$ cat src/ivlp_defines.svh
// Constants of the interrupt vector and low-power control block.
// Assumes inclusion by bare name.
`ifndef IVLP_DEFINES_SVH
`define IVLP_DEFINES_SVH

// Register byte offsets on the AXI4-Lite port.
`define IVLP_OFF_IE      8'h00
`define IVLP_OFF_IFG     8'h04
`define IVLP_OFF_STAT    8'h08
`define IVLP_OFF_MODEN   8'h0C
`define IVLP_OFF_VSTAT   8'h10
`define IVLP_OFF_CAUSE   8'h14
`define IVLP_OFF_VTAB    8'h40
`define IVLP_VTAB_LAST   8'h7C

// Vector table words and priority numbers.
`define IVLP_VEC_BASE    16'hFFE0
`define IVLP_VEC_RESET   16'hFFFE
`define IVLP_VEC_CNT     16
`define IVLP_PRI_RESET   4'hF
`define IVLP_PRI_PIN0    4'hD
`define IVLP_PRI_ADC     4'h5
`define IVLP_PRI_BT      4'h1

// Status word bit positions.
`define IVLP_ST_GIE      0
`define IVLP_ST_HALT     1
`define IVLP_ST_XSTOP    2
`define IVLP_ST_CGLO     3
`define IVLP_ST_CGHI     4

// Enable and flag bit positions; pin bits 2..7 sit in 12:7.
`define IVLP_IE_OSC      0
`define IVLP_IE_PIN0     1
`define IVLP_IE_PIN1     2
`define IVLP_IE_WDT      3
`define IVLP_IE_ADC      4
`define IVLP_IE_TP       5
`define IVLP_IE_BT       6
`define IVLP_FG_NMI      0
`define IVLP_FG_OSC      1
`define IVLP_FG_PIN0     2
`define IVLP_FG_PIN1     3
`define IVLP_FG_WDT      4
`define IVLP_FG_ADC      5
`define IVLP_FG_BT       6
`define IVLP_P27_LO      7
`define IVLP_P27_HI      12

// Reset cause value after reset: power-up.
`define IVLP_CAUSE_RST   3'h1

// Return stack, register file and bus answers.
`define IVLP_STK_DEPTH   3'h4
`define IVLP_REG_PC      4'h0
`define IVLP_REG_SR      4'h2
`define IVLP_REG_CG      4'h3
`define IVLP_CONST_GEN   16'h0000
`define IVLP_RESP_OKAY   2'h0
`define IVLP_RESP_SLVERR 2'h2

`endif

$ cat src/ivlp_pkg.sv
// Types of the interrupt vector and low-power control block.
// Assumes the constants header sits in the same folder.
package ivlp_pkg;
  // Power states, Gray coded from full run down to level four.
  typedef enum logic [2:0]
  {
    PWR_FULL_RUN_STATE  = 3'h0,
    PWR_LOW_POWER_ZERO  = 3'h1,
    PWR_LOW_POWER_ONE   = 3'h3,
    PWR_LOW_POWER_TWO   = 3'h2,
    PWR_LOW_POWER_THREE = 3'h6,
    PWR_LOW_POWER_FOUR  = 3'h7
  } ivlp_pwr_t;
endpackage

$ cat src/ivlp_ctrl.sv
// Interrupt vectoring, return stack and low-power mode control, with an
// AXI4-Lite register port. Assumes all event inputs except nmiPin and
// extResetPin come from logic on ref_clk.
// Function
// - Sixteen handler addresses held in top region
// - Power-up, external, watchdog reset use top vector
// - Pin NMI and oscillator fault share vector
// - Pin NMI always taken, never masked
// - Oscillator fault masked only by own enable
// - Pin bit one and timer receive share
// - Timer/port flags external, one maskable vector
// - Interrupt wakes; return restores prior mode
// - Full run: processor executes, peripherals free
// - Level zero: processor halted, clocks running
// - Level one: also frequency loop stopped
// - Level two: main clock and loop stopped
// - Level three: also oscillator dc generator off
// - Level four: crystal clock also stopped
// - Four status bits select power state
// - Module enables; registers always accessible
// - Shared vectors keep flags for handler
// - Sixteen registers, one-cycle register operation
`timescale 1ns/1ps
`include "ivlp_defines.svh"

module ivlp_ctrl
  import ivlp_pkg::*;
(
  input  wire logic        ref_clk,
  input  wire logic        rst_n,
  // AXI4-Lite slave.
  input  wire logic [7:0]  s_axi_awaddr,
  input  wire logic        s_axi_awvalid,
  output logic             s_axi_awready,
  input  wire logic [31:0] s_axi_wdata,
  input  wire logic [3:0]  s_axi_wstrb,
  input  wire logic        s_axi_wvalid,
  output logic             s_axi_wready,
  output logic [1:0]       s_axi_bresp,
  output logic             s_axi_bvalid,
  input  wire logic        s_axi_bready,
  input  wire logic [7:0]  s_axi_araddr,
  input  wire logic        s_axi_arvalid,
  output logic             s_axi_arready,
  output logic [31:0]      s_axi_rdata,
  output logic [1:0]       s_axi_rresp,
  output logic             s_axi_rvalid,
  input  wire logic        s_axi_rready,
  // Event sources.
  input  wire logic        nmiPin,
  input  wire logic        extResetPin,
  input  wire logic        wdtResetEvt,
  input  wire logic        oscFaultEvt,
  input  wire logic        pin0Evt,
  input  wire logic        pin1Evt,
  input  wire logic        timerRxEvt,
  input  wire logic        wdtEvt,
  input  wire logic        adcEvt,
  input  wire logic        btEvt,
  input  wire logic [5:0]  pin27Evt,
  input  wire logic        tpCounter1Flag,
  input  wire logic        tpCounter2Flag,
  input  wire logic        tpEnableEdgeFlag,
  // Processor core side.
  input  wire logic [15:0] corePc,
  input  wire logic        irqAck,
  input  wire logic        returnFromHandler,
  input  wire logic        regOpValid,
  input  wire logic [3:0]  regOpSrc,
  input  wire logic [3:0]  regOpDst,
  output logic             irqReq,
  output logic [3:0]       vecNum,
  output logic [15:0]      vecAddr,
  output logic [15:0]      handlerAddr,
  output logic [15:0]      returnPc,
  output logic [15:0]      regOpResult,
  // Power and module control.
  output logic             cpuRun,
  output logic             mainClkEn,
  output logic             loopEn,
  output logic             dcGenEn,
  output logic             crystalEn,
  output ivlp_pwr_t        pwrState,
  output logic [7:0]       periphEn
);

  //////////////////////////////////////////////////////////////////////////
  // Helper functions.

  // Byte-lane merge of a bus write into a register of up to 16 bits.
  function automatic logic [15:0] laneMerge(input logic [15:0] old,
                                            input logic [31:0] data,
                                            input logic [3:0]  strb);
    laneMerge = {strb[1] ? data[15:8] : old[15:8],
                 strb[0] ? data[7:0]  : old[7:0]};
  endfunction

  // Highest set bit of the pending vector set; lowest index loses.
  function automatic logic [3:0] topIndex(input logic [15:0] pend);
    topIndex = 4'h0;
    for (int i = 0; i < `IVLP_VEC_CNT; i++)
    begin
      if (pend[i])
      begin
        topIndex = 4'(i);
      end
    end
  endfunction

  // Power state from the four status bits.
  function automatic ivlp_pwr_t pwrDecode(input logic [4:0] st);
    if (!st[`IVLP_ST_HALT])
      pwrDecode = PWR_FULL_RUN_STATE;
    else if (st[`IVLP_ST_XSTOP])
      pwrDecode = PWR_LOW_POWER_FOUR;
    else
    begin
      case ({st[`IVLP_ST_CGHI], st[`IVLP_ST_CGLO]})
        2'h0:    pwrDecode = PWR_LOW_POWER_ZERO;
        2'h1:    pwrDecode = PWR_LOW_POWER_ONE;
        2'h2:    pwrDecode = PWR_LOW_POWER_TWO;
        default: pwrDecode = PWR_LOW_POWER_THREE;
      endcase
    end
  endfunction

  //////////////////////////////////////////////////////////////////////////
  // State.

  logic [12:0] ie;                 // Individual interrupt enables.
  logic [12:0] ifg;                // Sticky interrupt flags.
  logic [4:0]  status;             // Status word power and enable bits.
  logic [2:0]  cause;              // Sticky reset causes.
  logic        resetPend;          // Reset vector still to be taken.
  logic [15:0] vtab [16];          // Handler address table.
  logic [15:0] regs [16];          // Processor register file.
  logic [15:0] stkPc [4];          // Saved program counters.
  logic [4:0]  stkSr [4];          // Saved status bits.
  logic [2:0]  stkCnt;             // Entries on the return stack.
  logic        nmiMeta, nmiSync, nmiLast;  // Pin NMI synchroniser.
  logic        rstMeta, rstSync, rstLast;  // Reset pin synchroniser.
  logic [7:0]  awAddrQ;            // Held write address.
  logic        awHeld;             // Write address taken.
  logic [31:0] wDataQ;             // Held write data.
  logic [3:0]  wStrbQ;             // Held write strobes.
  logic        wHeld;              // Write data taken.

  //////////////////////////////////////////////////////////////////////////
  // Bus decode.

  wire         doWrite  = awHeld & wHeld & ~s_axi_bvalid;
  wire         arTake   = s_axi_arvalid & s_axi_arready;
  wire         wrVtab   = awAddrQ >= `IVLP_OFF_VTAB &&
                          awAddrQ <= `IVLP_VTAB_LAST;
  wire [3:0]   wrIdx    = awAddrQ[5:2];
  wire         wrIe     = doWrite && awAddrQ == `IVLP_OFF_IE;
  wire         wrIfg    = doWrite && awAddrQ == `IVLP_OFF_IFG;
  wire         wrStat   = doWrite && awAddrQ == `IVLP_OFF_STAT;
  wire         wrModen  = doWrite && awAddrQ == `IVLP_OFF_MODEN;
  wire         wrCause  = doWrite && awAddrQ == `IVLP_OFF_CAUSE;
  wire         wrHit    = wrIe | wrIfg | wrStat | wrModen | wrCause |
                          (doWrite && awAddrQ == `IVLP_OFF_VSTAT) |
                          (doWrite && wrVtab);
  wire [15:0]  wrMerged = laneMerge(16'h0000, wDataQ, wStrbQ);

  //////////////////////////////////////////////////////////////////////////
  // Flag sources and pending vectors.

  wire         gie      = status[`IVLP_ST_GIE];
  wire         nmiEdge  = nmiSync & ~nmiLast;
  wire         rstEdge  = rstSync & ~rstLast;
  wire         tpAny    = tpCounter1Flag | tpCounter2Flag |
                          tpEnableEdgeFlag;
  wire [5:0]   p27Live  = ifg[`IVLP_P27_HI:`IVLP_P27_LO] &
                          ie[`IVLP_P27_HI:`IVLP_P27_LO];
  wire [12:0]  setVec   = {pin27Evt, btEvt, adcEvt, wdtEvt,
                           pin1Evt | timerRxEvt,
                           pin0Evt, oscFaultEvt, nmiEdge};
  // Pending set, one bit per vector position.
  wire [15:0]  pend;
  assign pend[15] = resetPend;
  assign pend[14] = ifg[`IVLP_FG_NMI] |
                    (ifg[`IVLP_FG_OSC] & ie[`IVLP_IE_OSC]);
  assign pend[13] = gie & ie[`IVLP_IE_PIN0] & ifg[`IVLP_FG_PIN0];
  assign pend[12] = gie & ie[`IVLP_IE_PIN1] & ifg[`IVLP_FG_PIN1];
  assign pend[11] = 1'b0;
  assign pend[10] = gie & ie[`IVLP_IE_WDT] & ifg[`IVLP_FG_WDT];
  assign pend[9:6] = 4'h0;
  assign pend[5]  = gie & ie[`IVLP_IE_ADC] & ifg[`IVLP_FG_ADC];
  assign pend[4]  = gie & ie[`IVLP_IE_TP] & tpAny;
  assign pend[3:2] = 2'h0;
  assign pend[1]  = gie & ie[`IVLP_IE_BT] & ifg[`IVLP_FG_BT];
  assign pend[0]  = gie & (|p27Live);

  wire         anyPend  = |pend;
  wire [3:0]   topIdx   = topIndex(pend);
  wire         accept   = irqReq & irqAck;
  wire         popOk    = returnFromHandler && stkCnt != 3'h0;
  wire [1:0]   stkTop   = 2'(stkCnt - 3'h1);

  // Pin zero, ADC and BT vectors drop their flag on acceptance; shared vectors
  // keep theirs so the handler can tell which source fired.
  wire [12:0]  autoClr  = {6'h00, accept && vecNum == `IVLP_PRI_BT,
                           accept && vecNum == `IVLP_PRI_ADC, 2'h0,
                           accept && vecNum == `IVLP_PRI_PIN0,
                           2'h0};
  wire [12:0]  swClr    = wrIfg ? wrMerged[12:0] : 13'h0000;
  // A set in the cycle of its clear survives the clear.
  wire [12:0]  next_ifg = (ifg & ~(swClr | autoClr)) | setVec;

  // Status word: acceptance clears, a return restores, else software.
  wire [4:0]   next_status = accept ? 5'h00 :
                             popOk  ? stkSr[stkTop] :
                             wrStat ? wrMerged[4:0] : status;
  wire [2:0]   causeSet = {wdtResetEvt, rstEdge, 1'b0};
  wire [2:0]   causeClr = wrCause ? wrMerged[2:0] : 3'h0;

  //////////////////////////////////////////////////////////////////////////
  // Read mux; unmapped words read zero with a slave error.

  wire         rdVtab   = s_axi_araddr >= `IVLP_OFF_VTAB &&
                          s_axi_araddr <= `IVLP_VTAB_LAST;
  wire [31:0]  rdWord   =
    s_axi_araddr == `IVLP_OFF_IE    ? {19'h0, ie} :
    s_axi_araddr == `IVLP_OFF_IFG   ? {19'h0, ifg} :
    s_axi_araddr == `IVLP_OFF_STAT  ? {27'h0, status} :
    s_axi_araddr == `IVLP_OFF_MODEN ? {24'h0, periphEn} :
    s_axi_araddr == `IVLP_OFF_VSTAT ? {24'h0, stkCnt, anyPend, topIdx} :
    s_axi_araddr == `IVLP_OFF_CAUSE ? {29'h0, cause} :
    rdVtab ? {16'h0, vtab[s_axi_araddr[5:2]]} : 32'h0;
  wire         rdHit    = rdVtab ||
                          s_axi_araddr <= `IVLP_OFF_CAUSE &&
                          s_axi_araddr[1:0] == 2'h0;

  assign s_axi_awready = ~awHeld & ~s_axi_bvalid;
  assign s_axi_wready  = ~wHeld & ~s_axi_bvalid;
  assign s_axi_arready = ~s_axi_rvalid;

  //////////////////////////////////////////////////////////////////////////
  // Write channel: address and data taken in either order.
  always_ff @(posedge ref_clk)
  begin
    if (!rst_n)
    begin
      awHeld       <= 1'b0;
      wHeld        <= 1'b0;
      awAddrQ      <= 8'h00;
      wDataQ       <= 32'h0;
      wStrbQ       <= 4'h0;
      s_axi_bvalid <= 1'b0;
      s_axi_bresp  <= `IVLP_RESP_OKAY;
    end
    else
    begin
      if (s_axi_awvalid & s_axi_awready)
      begin
        awHeld  <= 1'b1;
        awAddrQ <= s_axi_awaddr;
      end
      if (s_axi_wvalid & s_axi_wready)
      begin
        wHeld  <= 1'b1;
        wDataQ <= s_axi_wdata;
        wStrbQ <= s_axi_wstrb;
      end
      if (doWrite)
      begin
        // The response follows both halves one cycle later.
        awHeld       <= 1'b0;
        wHeld        <= 1'b0;
        s_axi_bvalid <= 1'b1;
        s_axi_bresp  <= wrHit ? `IVLP_RESP_OKAY : `IVLP_RESP_SLVERR;
      end
      else if (s_axi_bready)
        s_axi_bvalid <= 1'b0;
    end
  end

  // Read channel: one-cycle answer held until rready.
  always_ff @(posedge ref_clk)
  begin
    if (!rst_n)
    begin
      s_axi_rvalid <= 1'b0;
      s_axi_rdata  <= 32'h0;
      s_axi_rresp  <= `IVLP_RESP_OKAY;
    end
    else if (arTake)
    begin
      s_axi_rvalid <= 1'b1;
      s_axi_rdata  <= rdWord;
      s_axi_rresp  <= rdHit ? `IVLP_RESP_OKAY : `IVLP_RESP_SLVERR;
    end
    else if (s_axi_rready)
      s_axi_rvalid <= 1'b0;
  end

  //////////////////////////////////////////////////////////////////////////
  // Synchronisers for the two pins; only the second and third stages are looked at.
  always_ff @(posedge ref_clk)
  begin
    if (!rst_n)
    begin
      {nmiMeta, nmiSync, nmiLast} <= 3'h0;
      {rstMeta, rstSync, rstLast} <= 3'h0;
    end
    else
    begin
      {nmiMeta, nmiSync, nmiLast} <= {nmiPin, nmiMeta, nmiSync};
      {rstMeta, rstSync, rstLast} <= {extResetPin, rstMeta, rstSync};
    end
  end

  //////////////////////////////////////////////////////////////////////////
  // Enables, flags, status, causes and module enables.
  always_ff @(posedge ref_clk)
  begin
    if (!rst_n)
    begin
      ie        <= 13'h0000;
      ifg       <= 13'h0000;
      status    <= 5'h00;
      cause     <= `IVLP_CAUSE_RST;
      resetPend <= 1'b1;
      periphEn  <= 8'h00;
    end
    else
    begin
      if (wrIe)
        ie <= wrMerged[12:0];
      ifg    <= next_ifg;
      status <= next_status;
      cause  <= (cause & ~causeClr) | causeSet;
      // A new reset request wins over the acceptance of the old one.
      resetPend <= (resetPend & ~(accept && vecNum == `IVLP_PRI_RESET))
                   | rstEdge | wdtResetEvt;
      if (wrModen)
        periphEn <= wrMerged[7:0];
    end
  end

  //////////////////////////////////////////////////////////////////////////
  // Vector table entries, one word each, written over the bus.
  for (genvar v = 0; v < `IVLP_VEC_CNT; v++)
  begin : gVtab
    always_ff @(posedge ref_clk)
    begin
      if (!rst_n)
        vtab[v] <= 16'h0000;
      else if (doWrite && wrVtab && wrIdx == 4'(v))
        vtab[v] <= laneMerge(vtab[v], wDataQ, wStrbQ);
    end
  end

  //////////////////////////////////////////////////////////////////////////
  // Request toward the core; address and handler are registered.
  always_ff @(posedge ref_clk)
  begin
    if (!rst_n)
    begin
      irqReq      <= 1'b0;
      vecNum      <= 4'h0;
      vecAddr     <= `IVLP_VEC_RESET;
      handlerAddr <= 16'h0000;
    end
    else
    begin
      irqReq      <= anyPend & ~accept;
      vecNum      <= topIdx;
      vecAddr     <= `IVLP_VEC_BASE + {11'h0, topIdx, 1'b0};
      handlerAddr <= vtab[topIdx];
    end
  end

  //////////////////////////////////////////////////////////////////////////
  // Return stack. A push beyond the depth is dropped, so nesting deeper
  // than four returns to the deepest saved mode; a trade for area.
  always_ff @(posedge ref_clk)
  begin
    if (!rst_n)
    begin
      stkCnt   <= 3'h0;
      returnPc <= 16'h0000;
    end
    else if (accept)
    begin
      if (stkCnt != `IVLP_STK_DEPTH)
        stkCnt <= stkCnt + 3'h1;
    end
    else if (popOk)
    begin
      stkCnt   <= stkTop + 3'h0;
      returnPc <= stkPc[stkTop];
    end
  end

  for (genvar s = 0; s < 4; s++)
  begin : gStack
    always_ff @(posedge ref_clk)
    begin
      if (!rst_n)
      begin
        stkPc[s] <= 16'h0000;
        stkSr[s] <= 5'h00;
      end
      else if (accept && stkCnt == 3'(s))
      begin
        stkPc[s] <= corePc;
        stkSr[s] <= status;
      end
    end
  end

  //////////////////////////////////////////////////////////////////////////
  // Register file; an add of two registers lands in one cycle.
  wire [15:0]  srcVal = regOpSrc == `IVLP_REG_PC ? corePc :
                        regOpSrc == `IVLP_REG_SR ? {11'h0, status} :
                        regOpSrc == `IVLP_REG_CG ? `IVLP_CONST_GEN :
                        regs[regOpSrc];
  wire [15:0]  sumVal = srcVal + regs[regOpDst];

  for (genvar r = 0; r < 16; r++)
  begin : gRegs
    always_ff @(posedge ref_clk)
    begin
      if (!rst_n)
        regs[r] <= 16'h0000;
      else if (regOpValid && regOpDst == 4'(r))
        regs[r] <= sumVal;
    end
  end

  always_ff @(posedge ref_clk)
  begin
    if (!rst_n)
      regOpResult <= 16'h0000;
    else if (regOpValid)
      regOpResult <= sumVal;
  end

  //////////////////////////////////////////////////////////////////////////
  // Power outputs. A pending request wakes the core and main clock so it
  // can take the vector; the loop and generator follow the new status.
  // A halted core with the crystal stopped is level four whatever the
  // generator bits say, so everything behind the crystal stops too.
  wire         deepStop = next_status[`IVLP_ST_HALT] &
                          next_status[`IVLP_ST_XSTOP];
  always_ff @(posedge ref_clk)
  begin
    if (!rst_n)
    begin
      pwrState  <= PWR_FULL_RUN_STATE;
      cpuRun    <= 1'b1;
      mainClkEn <= 1'b1;
      loopEn    <= 1'b1;
      dcGenEn   <= 1'b1;
      crystalEn <= 1'b1;
    end
    else
    begin
      pwrState  <= pwrDecode(next_status);
      cpuRun    <= ~next_status[`IVLP_ST_HALT] | anyPend;
      mainClkEn <= ~(next_status[`IVLP_ST_CGHI] | deepStop)
                   | anyPend;
      loopEn    <= ~(next_status[`IVLP_ST_CGHI] | deepStop |
                     next_status[`IVLP_ST_CGLO]);
      dcGenEn   <= ~((next_status[`IVLP_ST_CGHI] &
                      next_status[`IVLP_ST_CGLO]) | deepStop);
      crystalEn <= ~next_status[`IVLP_ST_XSTOP];
    end
  end

endmodule

$ cat config.mk
export PLATFORM = sky130hd
export DESIGN_NAME = ivlp_ctrl
export DESIGN_NICKNAME = d
export VERILOG_FILES = /design/src/ivlp_pkg.sv /design/src/ivlp_ctrl.sv
export VERILOG_INCLUDE_DIRS = /design/src
export SDC_FILE = /design/constraint.sdc
export NUM_CORES = 2
export LEC_CHECK = 0
export BUFFER_PORTS_ARGS = -buffer_cell sky130_fd_sc_hd__buf_2
export CAP_MARGIN = 25
export CORE_UTILIZATION = 60
export CTS_BUF_LIST = sky130_fd_sc_hd__clkbuf_8
export CTS_CLUSTER_DIAMETER = 60
export DETAILED_ROUTE_END_ITERATION = 10
export GPL_TIMING_DRIVEN = 0
export PLACE_DENSITY = 0.83
export SLEW_MARGIN = 40
export SYNTH_ARGS = -nofsm -noshare
export SYNTH_HDL_FRONTEND = slang
export SYNTH_SLANG_ARGS = --single-unit
$ cat constraint.sdc
create_clock -name ref_clk -period 6.03 [get_ports ref_clk]
set_input_delay 0.603 -clock ref_clk [delete_from_list [all_inputs] [get_ports ref_clk]]
set_output_delay 0.603 -clock ref_clk [all_outputs]
set_load 0.1 [all_outputs]
Word level (Yosys, flattened, before mapping)
Memory sizes are Yosys's and may differ from the RTL's. A register that Yosys moved wholly into a read port is not among the register bits. Cells that the tools add are included.

Bits in registers: 163. Latch bits: 0. Memory bits (writable): 596. Memory bits (read-only): 0. Output and inout bits: 126. Word-level logic and storage cells: 594. Memories: 4.

Memories: regs (depth 16, bits a word 16, read ports 2, clocked after memory_dff 0, wr ports 16, line ivlp_ctrl.sv:136) `logic [15:0] regs [16];`; vtab (depth 16, bits a word 16, read ports 2, clocked after memory_dff 1, wr ports 16, line ivlp_ctrl.sv:135) `logic [15:0] vtab [16];`; stkPc (depth 4, bits a word 16, read ports 1, clocked after memory_dff 1, wr ports 4, line ivlp_ctrl.sv:137) `logic [15:0] stkPc [4];`; stkSr (depth 4, bits a word 5, read ports 1, clocked after memory_dff 0, wr ports 4, line ivlp_ctrl.sv:138) `logic [4:0] stkSr [4];`.

$add $sub $neg: 4. $mul: 0. Divide/modulo/power cells: 0. Magnitude comparators: 5. Equal/unequal tests: 85. Shift operators: 0. Multiplexer cells: 233. Bitwise logic cells: 123. Reduce and logical (&&, ||, !) cells: 106.

Operators with widths (number): 2-to-1 mux 8 bit (65); 2-to-1 mux 16 bit (30); 2-to-1 mux 1 bit (114); OR 1 bit (73); == test 4 bit (second input constant) (18); AND reduction 2 bit (35); logical AND 1 bit (51); 2-to-1 mux 5 bit (8); == test 4 x 3 -> 1 bit (second input constant) (9); == test 8 x 4 -> 1 bit (second input constant) (4); == test 8 x 5 -> 1 bit (second input constant) (4); != test 1 bit (second input constant) (32); bitwise AND 1 bit (28); 2-to-1 mux 4 bit (7); == test 4 x 2 -> 1 bit (second input constant) (6); adder 16 bit (1); == test 8 x 3 -> 1 bit (second input constant) (2); >= comparator 8 x 7 -> 1 bit (second input constant) (2); less-or-equal comparator 8 x 7 -> 1 bit (second input constant) (2); logical NOT 8 bit (2); 2-to-1 mux 3 bit (5); inverter 1 bit (14); bitwise AND 13 bit (1); 2-to-1 mux 13 bit (1); other kinds (30) (42).

Longest topological paths before layout
Depth in word-level cells: 15. Gate-level depth with buffers: 17. Mapped depth without buffers: 13.

Worst setup path after synthesis
OpenSTA, ideal clock, no wires.

Kind: input port to flip-flop. Start: input regOpDst[0]. End: memory regs[0][10], data pin. Library setup time: 0.266 ns. Arrival: 4.493 ns. Slack: 1.271 ns. Cell stages on the path: 15. Cell sequence: buf_2 buf_2 buf_2 mux4_2 mux4_2 ha_1 inv_1 fa_1 nor2b_1 o211a_1 o21ai_1 a21oi_1 o311ai_1 clkbuf_1 nor2_1.

RTL lines: from (decl) (line ivlp_ctrl.sv:70) `input wire logic [3:0] regOpDst,`; to (decl) (line ivlp_ctrl.sv:136).

==> flow_metrics.env <==
export IMPL_cts_resized=0
export IMPL_run_status="finished, final reports clean"
export IMPL_startpoint_type="input pin"
export IMPL_portBuffers=175
export IMPL_setup_tns_ns=0
export IMPL_ir_drop_mv=0.306
export IMPL_synth_area_per_cell_um2=12.5
export IMPL_fin_crit_sh=0.979
export IMPL_slew_violations=0
export IMPL_clkTransAtPathRegs_ns=0.06
export IMPL_cts_hold_buffers=0
export IMPL_fp_dieW_um=249
export IMPL_arrival_ns=6.38
export IMPL_ys_seq_area_frac=0.581
export IMPL_cts_tree="done"
export IMPL_yosys_warnings=0
export IMPL_hold_path_class="in -> reg"
export IMPL_num_rows=90
export IMPL_overflow=0
export IMPL_clock_sinks=761
export IMPL_crit_path_cell_trace="buf_2 -> buf_2 -> buf_2 -> buf_2 -> buf_1 -> buf_1 -> mux2i_1 -> o21ai_0 -> ha_1 -> nor2b_1 -> o211a_1 -> o21ai_1 -> a2111oi_2 -> o31a_1 -> clkbuf_1 -> nor3_1"
export IMPL_path_max_fanout=10
export IMPL_final_util=0.691
export IMPL_antenna_found_initial=7
export IMPL_grt_pass1_wl_mm=171
export IMPL_yosysTopAreaCell="edfxtp_1"
export IMPL_yosysMostFrequentCell="edfxtp_1"
export IMPL_r2r_start="status[0]"
export IMPL_syn_area_um2=36500
export IMPL_p_leak_nw=15.7
export IMPL_setup_viol=0
export IMPL_ant_nets=0
export IMPL_final_cells=4147
export IMPL_grt_start_max_net_pins=22
export IMPL_drt_total_wl_mm=118
export IMPL_place_gp_congestion=1.06
export IMPL_core_area_um2=60200
export IMPL_ys_top_cells_by_area="edfxtp_1 49%, mux4_2 15%, dfxtp_1 9.0%, nor2_1 5.8%, mux2i_1 2.6%"
export IMPL_hpwl_mm=87.0
export IMPL_critPathCapture="regs[3][14]"
export IMPL_crit_start="regOpSrc[1]"
export IMPL_maxSlewHeadroom=0.349
export IMPL_fin_crit_ns=5.91
export IMPL_start_util=0.606
export IMPL_htree_levels=3
export IMPL_firstDrtPassIters=7
export IMPL_hold_violations=0
export IMPL_clk_latency_ns=0.78
export IMPL_fin_nets=3383
export IMPL_clock_skew_final_ns=0.0437
export IMPL_power_density_nw_per_um2=306
export IMPL_rsz0062_at_grt="no"
export IMPL_numCtsBuffers=120
export IMPL_r2r_end="regs[3][14]"
export IMPL_clockRootBuffer="clkbuf_8"
export IMPL_ys_ff_latch=761
export IMPL_wl_per_cell_um=28.4
export IMPL_drc_errors=0
export IMPL_synthCells=2911
export IMPL_area_growth_pct=14.0
export IMPL_post_place_ws_ns=-0.494
export IMPL_synth_top_area_share=0.490
export IMPL_drt_iter0_drc=5074
export IMPL_via_count=28353
export IMPL_cp_end_kind="register"
export IMPL_fmax_mhz=169
export IMPL_setup_worst_path_class="in -> reg"
export IMPL_cp_common_cell="buf_2"
export IMPL_cts_setup_buffers=0
export IMPL_timing_max_cap_violations=0
export IMPL_rr_worst_depth=14
export IMPL_ys_types=68
export IMPL_dp_cells=3917
export IMPL_fp_dieH_um=249
export IMPL_synth_edf_count=596
export IMPL_vias_per_cell=6.84
export IMPL_fin_hold_ws_ns=0.0291
export IMPL_drive_gt1_frac=0.230
export IMPL_synth_top_flop_cell="edfxtp_1"
export IMPL_synth_common_cells="596 x edfxtp_1, 566 x nor2_1, 247 x mux4_2"
export IMPL_worstPathRequired_ns=6.50
export IMPL_tightest_slew_ns=0.977
export IMPL_slowest_delay_ns=0.79
export IMPL_setup_ws_ns=0.125
export IMPL_cp_slowest_cell="a2111oi_2"
export IMPL_die_area_um2=61800
export IMPL_clockBufferDepth=3
export IMPL_async_flop_share=0
export IMPL_io_pins=231
export IMPL_grt_pass1_vias=27274
export IMPL_rrSetupSlack_ns=1.07
export IMPL_track_usage=0.380
power by group:
part           internal, mW  switching [mW]  total [mW]
registers              5.89           0.150        6.04
logic                 0.638            1.56        2.20
clock network          2.37            2.13        4.50
total                  8.90            3.85        12.7
critical path, delay by kind of cell:
| family | cells | cell delay (ns) |
|---|---|---|
| AO/OA/AOI/OAI | 5 | 1.64 |
| adder cells (fa/ha/maj) | 1 | 0.41 |
| buffers and inverters | 7 | 3.04 |
| multiplexers | 1 | 0.28 |
| AND/OR/NAND/NOR | 2 | 0.39 |
layout make-up:
type                            count  area [µm²]
Sequential cell                   761       21200
Buffer                            247        1160
Antenna cell                        4        10.0
Fill cell                        4089       18600
Clock inverter                     93         607
Multi-Input combinational cell   1888       14500
Tap cell                          782         978
Timing Repair Buffer              196        1200
Inverter                           43         161
Clock buffer                      133        1830
worst min path at each step:
| stage | from | to | slack (ns) | cells after the start |
|---|---|---|---|---|
| CTS | nmiPin | nmiMeta | 0.02 | 2 |
| finish | nmiPin | nmiMeta | 0.03 | 2 |
| floorplan | nmiMeta | nmiSync | 0.41 | 1 |
| global route | s_axi_rready | s_axi_rvalid | 0.06 | 2 |
| detailed placement | nmiMeta | nmiSync | 0.42 | 1 |
| global placement | nmiMeta | nmiSync | 0.43 | 1 |
sequential cells by signal, indices dropped and copies added, names as in the netlist, 13 cells and up:
| name | count |
|---|---|
| handlerAddr | 16 |
| ie | 13 |
| ifg | 13 |
| regOpResult | 16 |
| regs | 256 |
| returnPc | 16 |
| s_axi_rdata | 16 |
| stkPc | 64 |
| stkSr | 20 |
| vtab | 256 |
| wDataQ | 16 |
per-layer routing:
layer	routed length (µm)	global-route usage	vias to the layer above
li1	-	-	11466
met1	41000	0.518	13814
met2	51200	0.554	2629
met3	18700	0.111	438
met4	6850	0.204	6
met5	40	0	-
cells by family (layout without fill, tap and decap cells):
logic type | after synthesis | after routing | synth area share
simple gates | 1095 | 1095 | 0.131
flops | 761 | 761 | 0.581
compound gates | 384 | 384 | 0.0620
mux | 348 | 348 | 0.180
buf+inv | 290 | 712 | 0.0356
fa+ha+maj | 21 | 21 | 0.00740
xor+xnor | 10 | 10 | 0.00240
other cells | 2 | 34 | 0.000206
stage by stage:
step           instance area [µm²]  power, mW
2_1_floorplan                36600       7.57
3_3_place_gp                 38500       8.15
3_5_place_dp                 39100       8.27
4_1_cts                      41500       12.6
5_1_grt                      41600       13.0
6_report                     41600       12.7
cells in the final DEF, fill, tap and decap left out, drive strengths merged, types with 11 or more instances in the layout:
cell and count:
or3 23, nand3 39, and2 103, nor2b 19
conb 30, nor2 566, buf 284, nand2 213
clkbuf 292, o21ai 111, or2 12, ha 20
and3 11, clkinv 33, o22ai 31, nand2b 13
mux2i 95, a21oi 148, a211oi 11, inv 91
nor3 72, edfxtp 596, mux4 247, dfxtp 165
No activity file was read; power rests on OpenSTA's default activity.
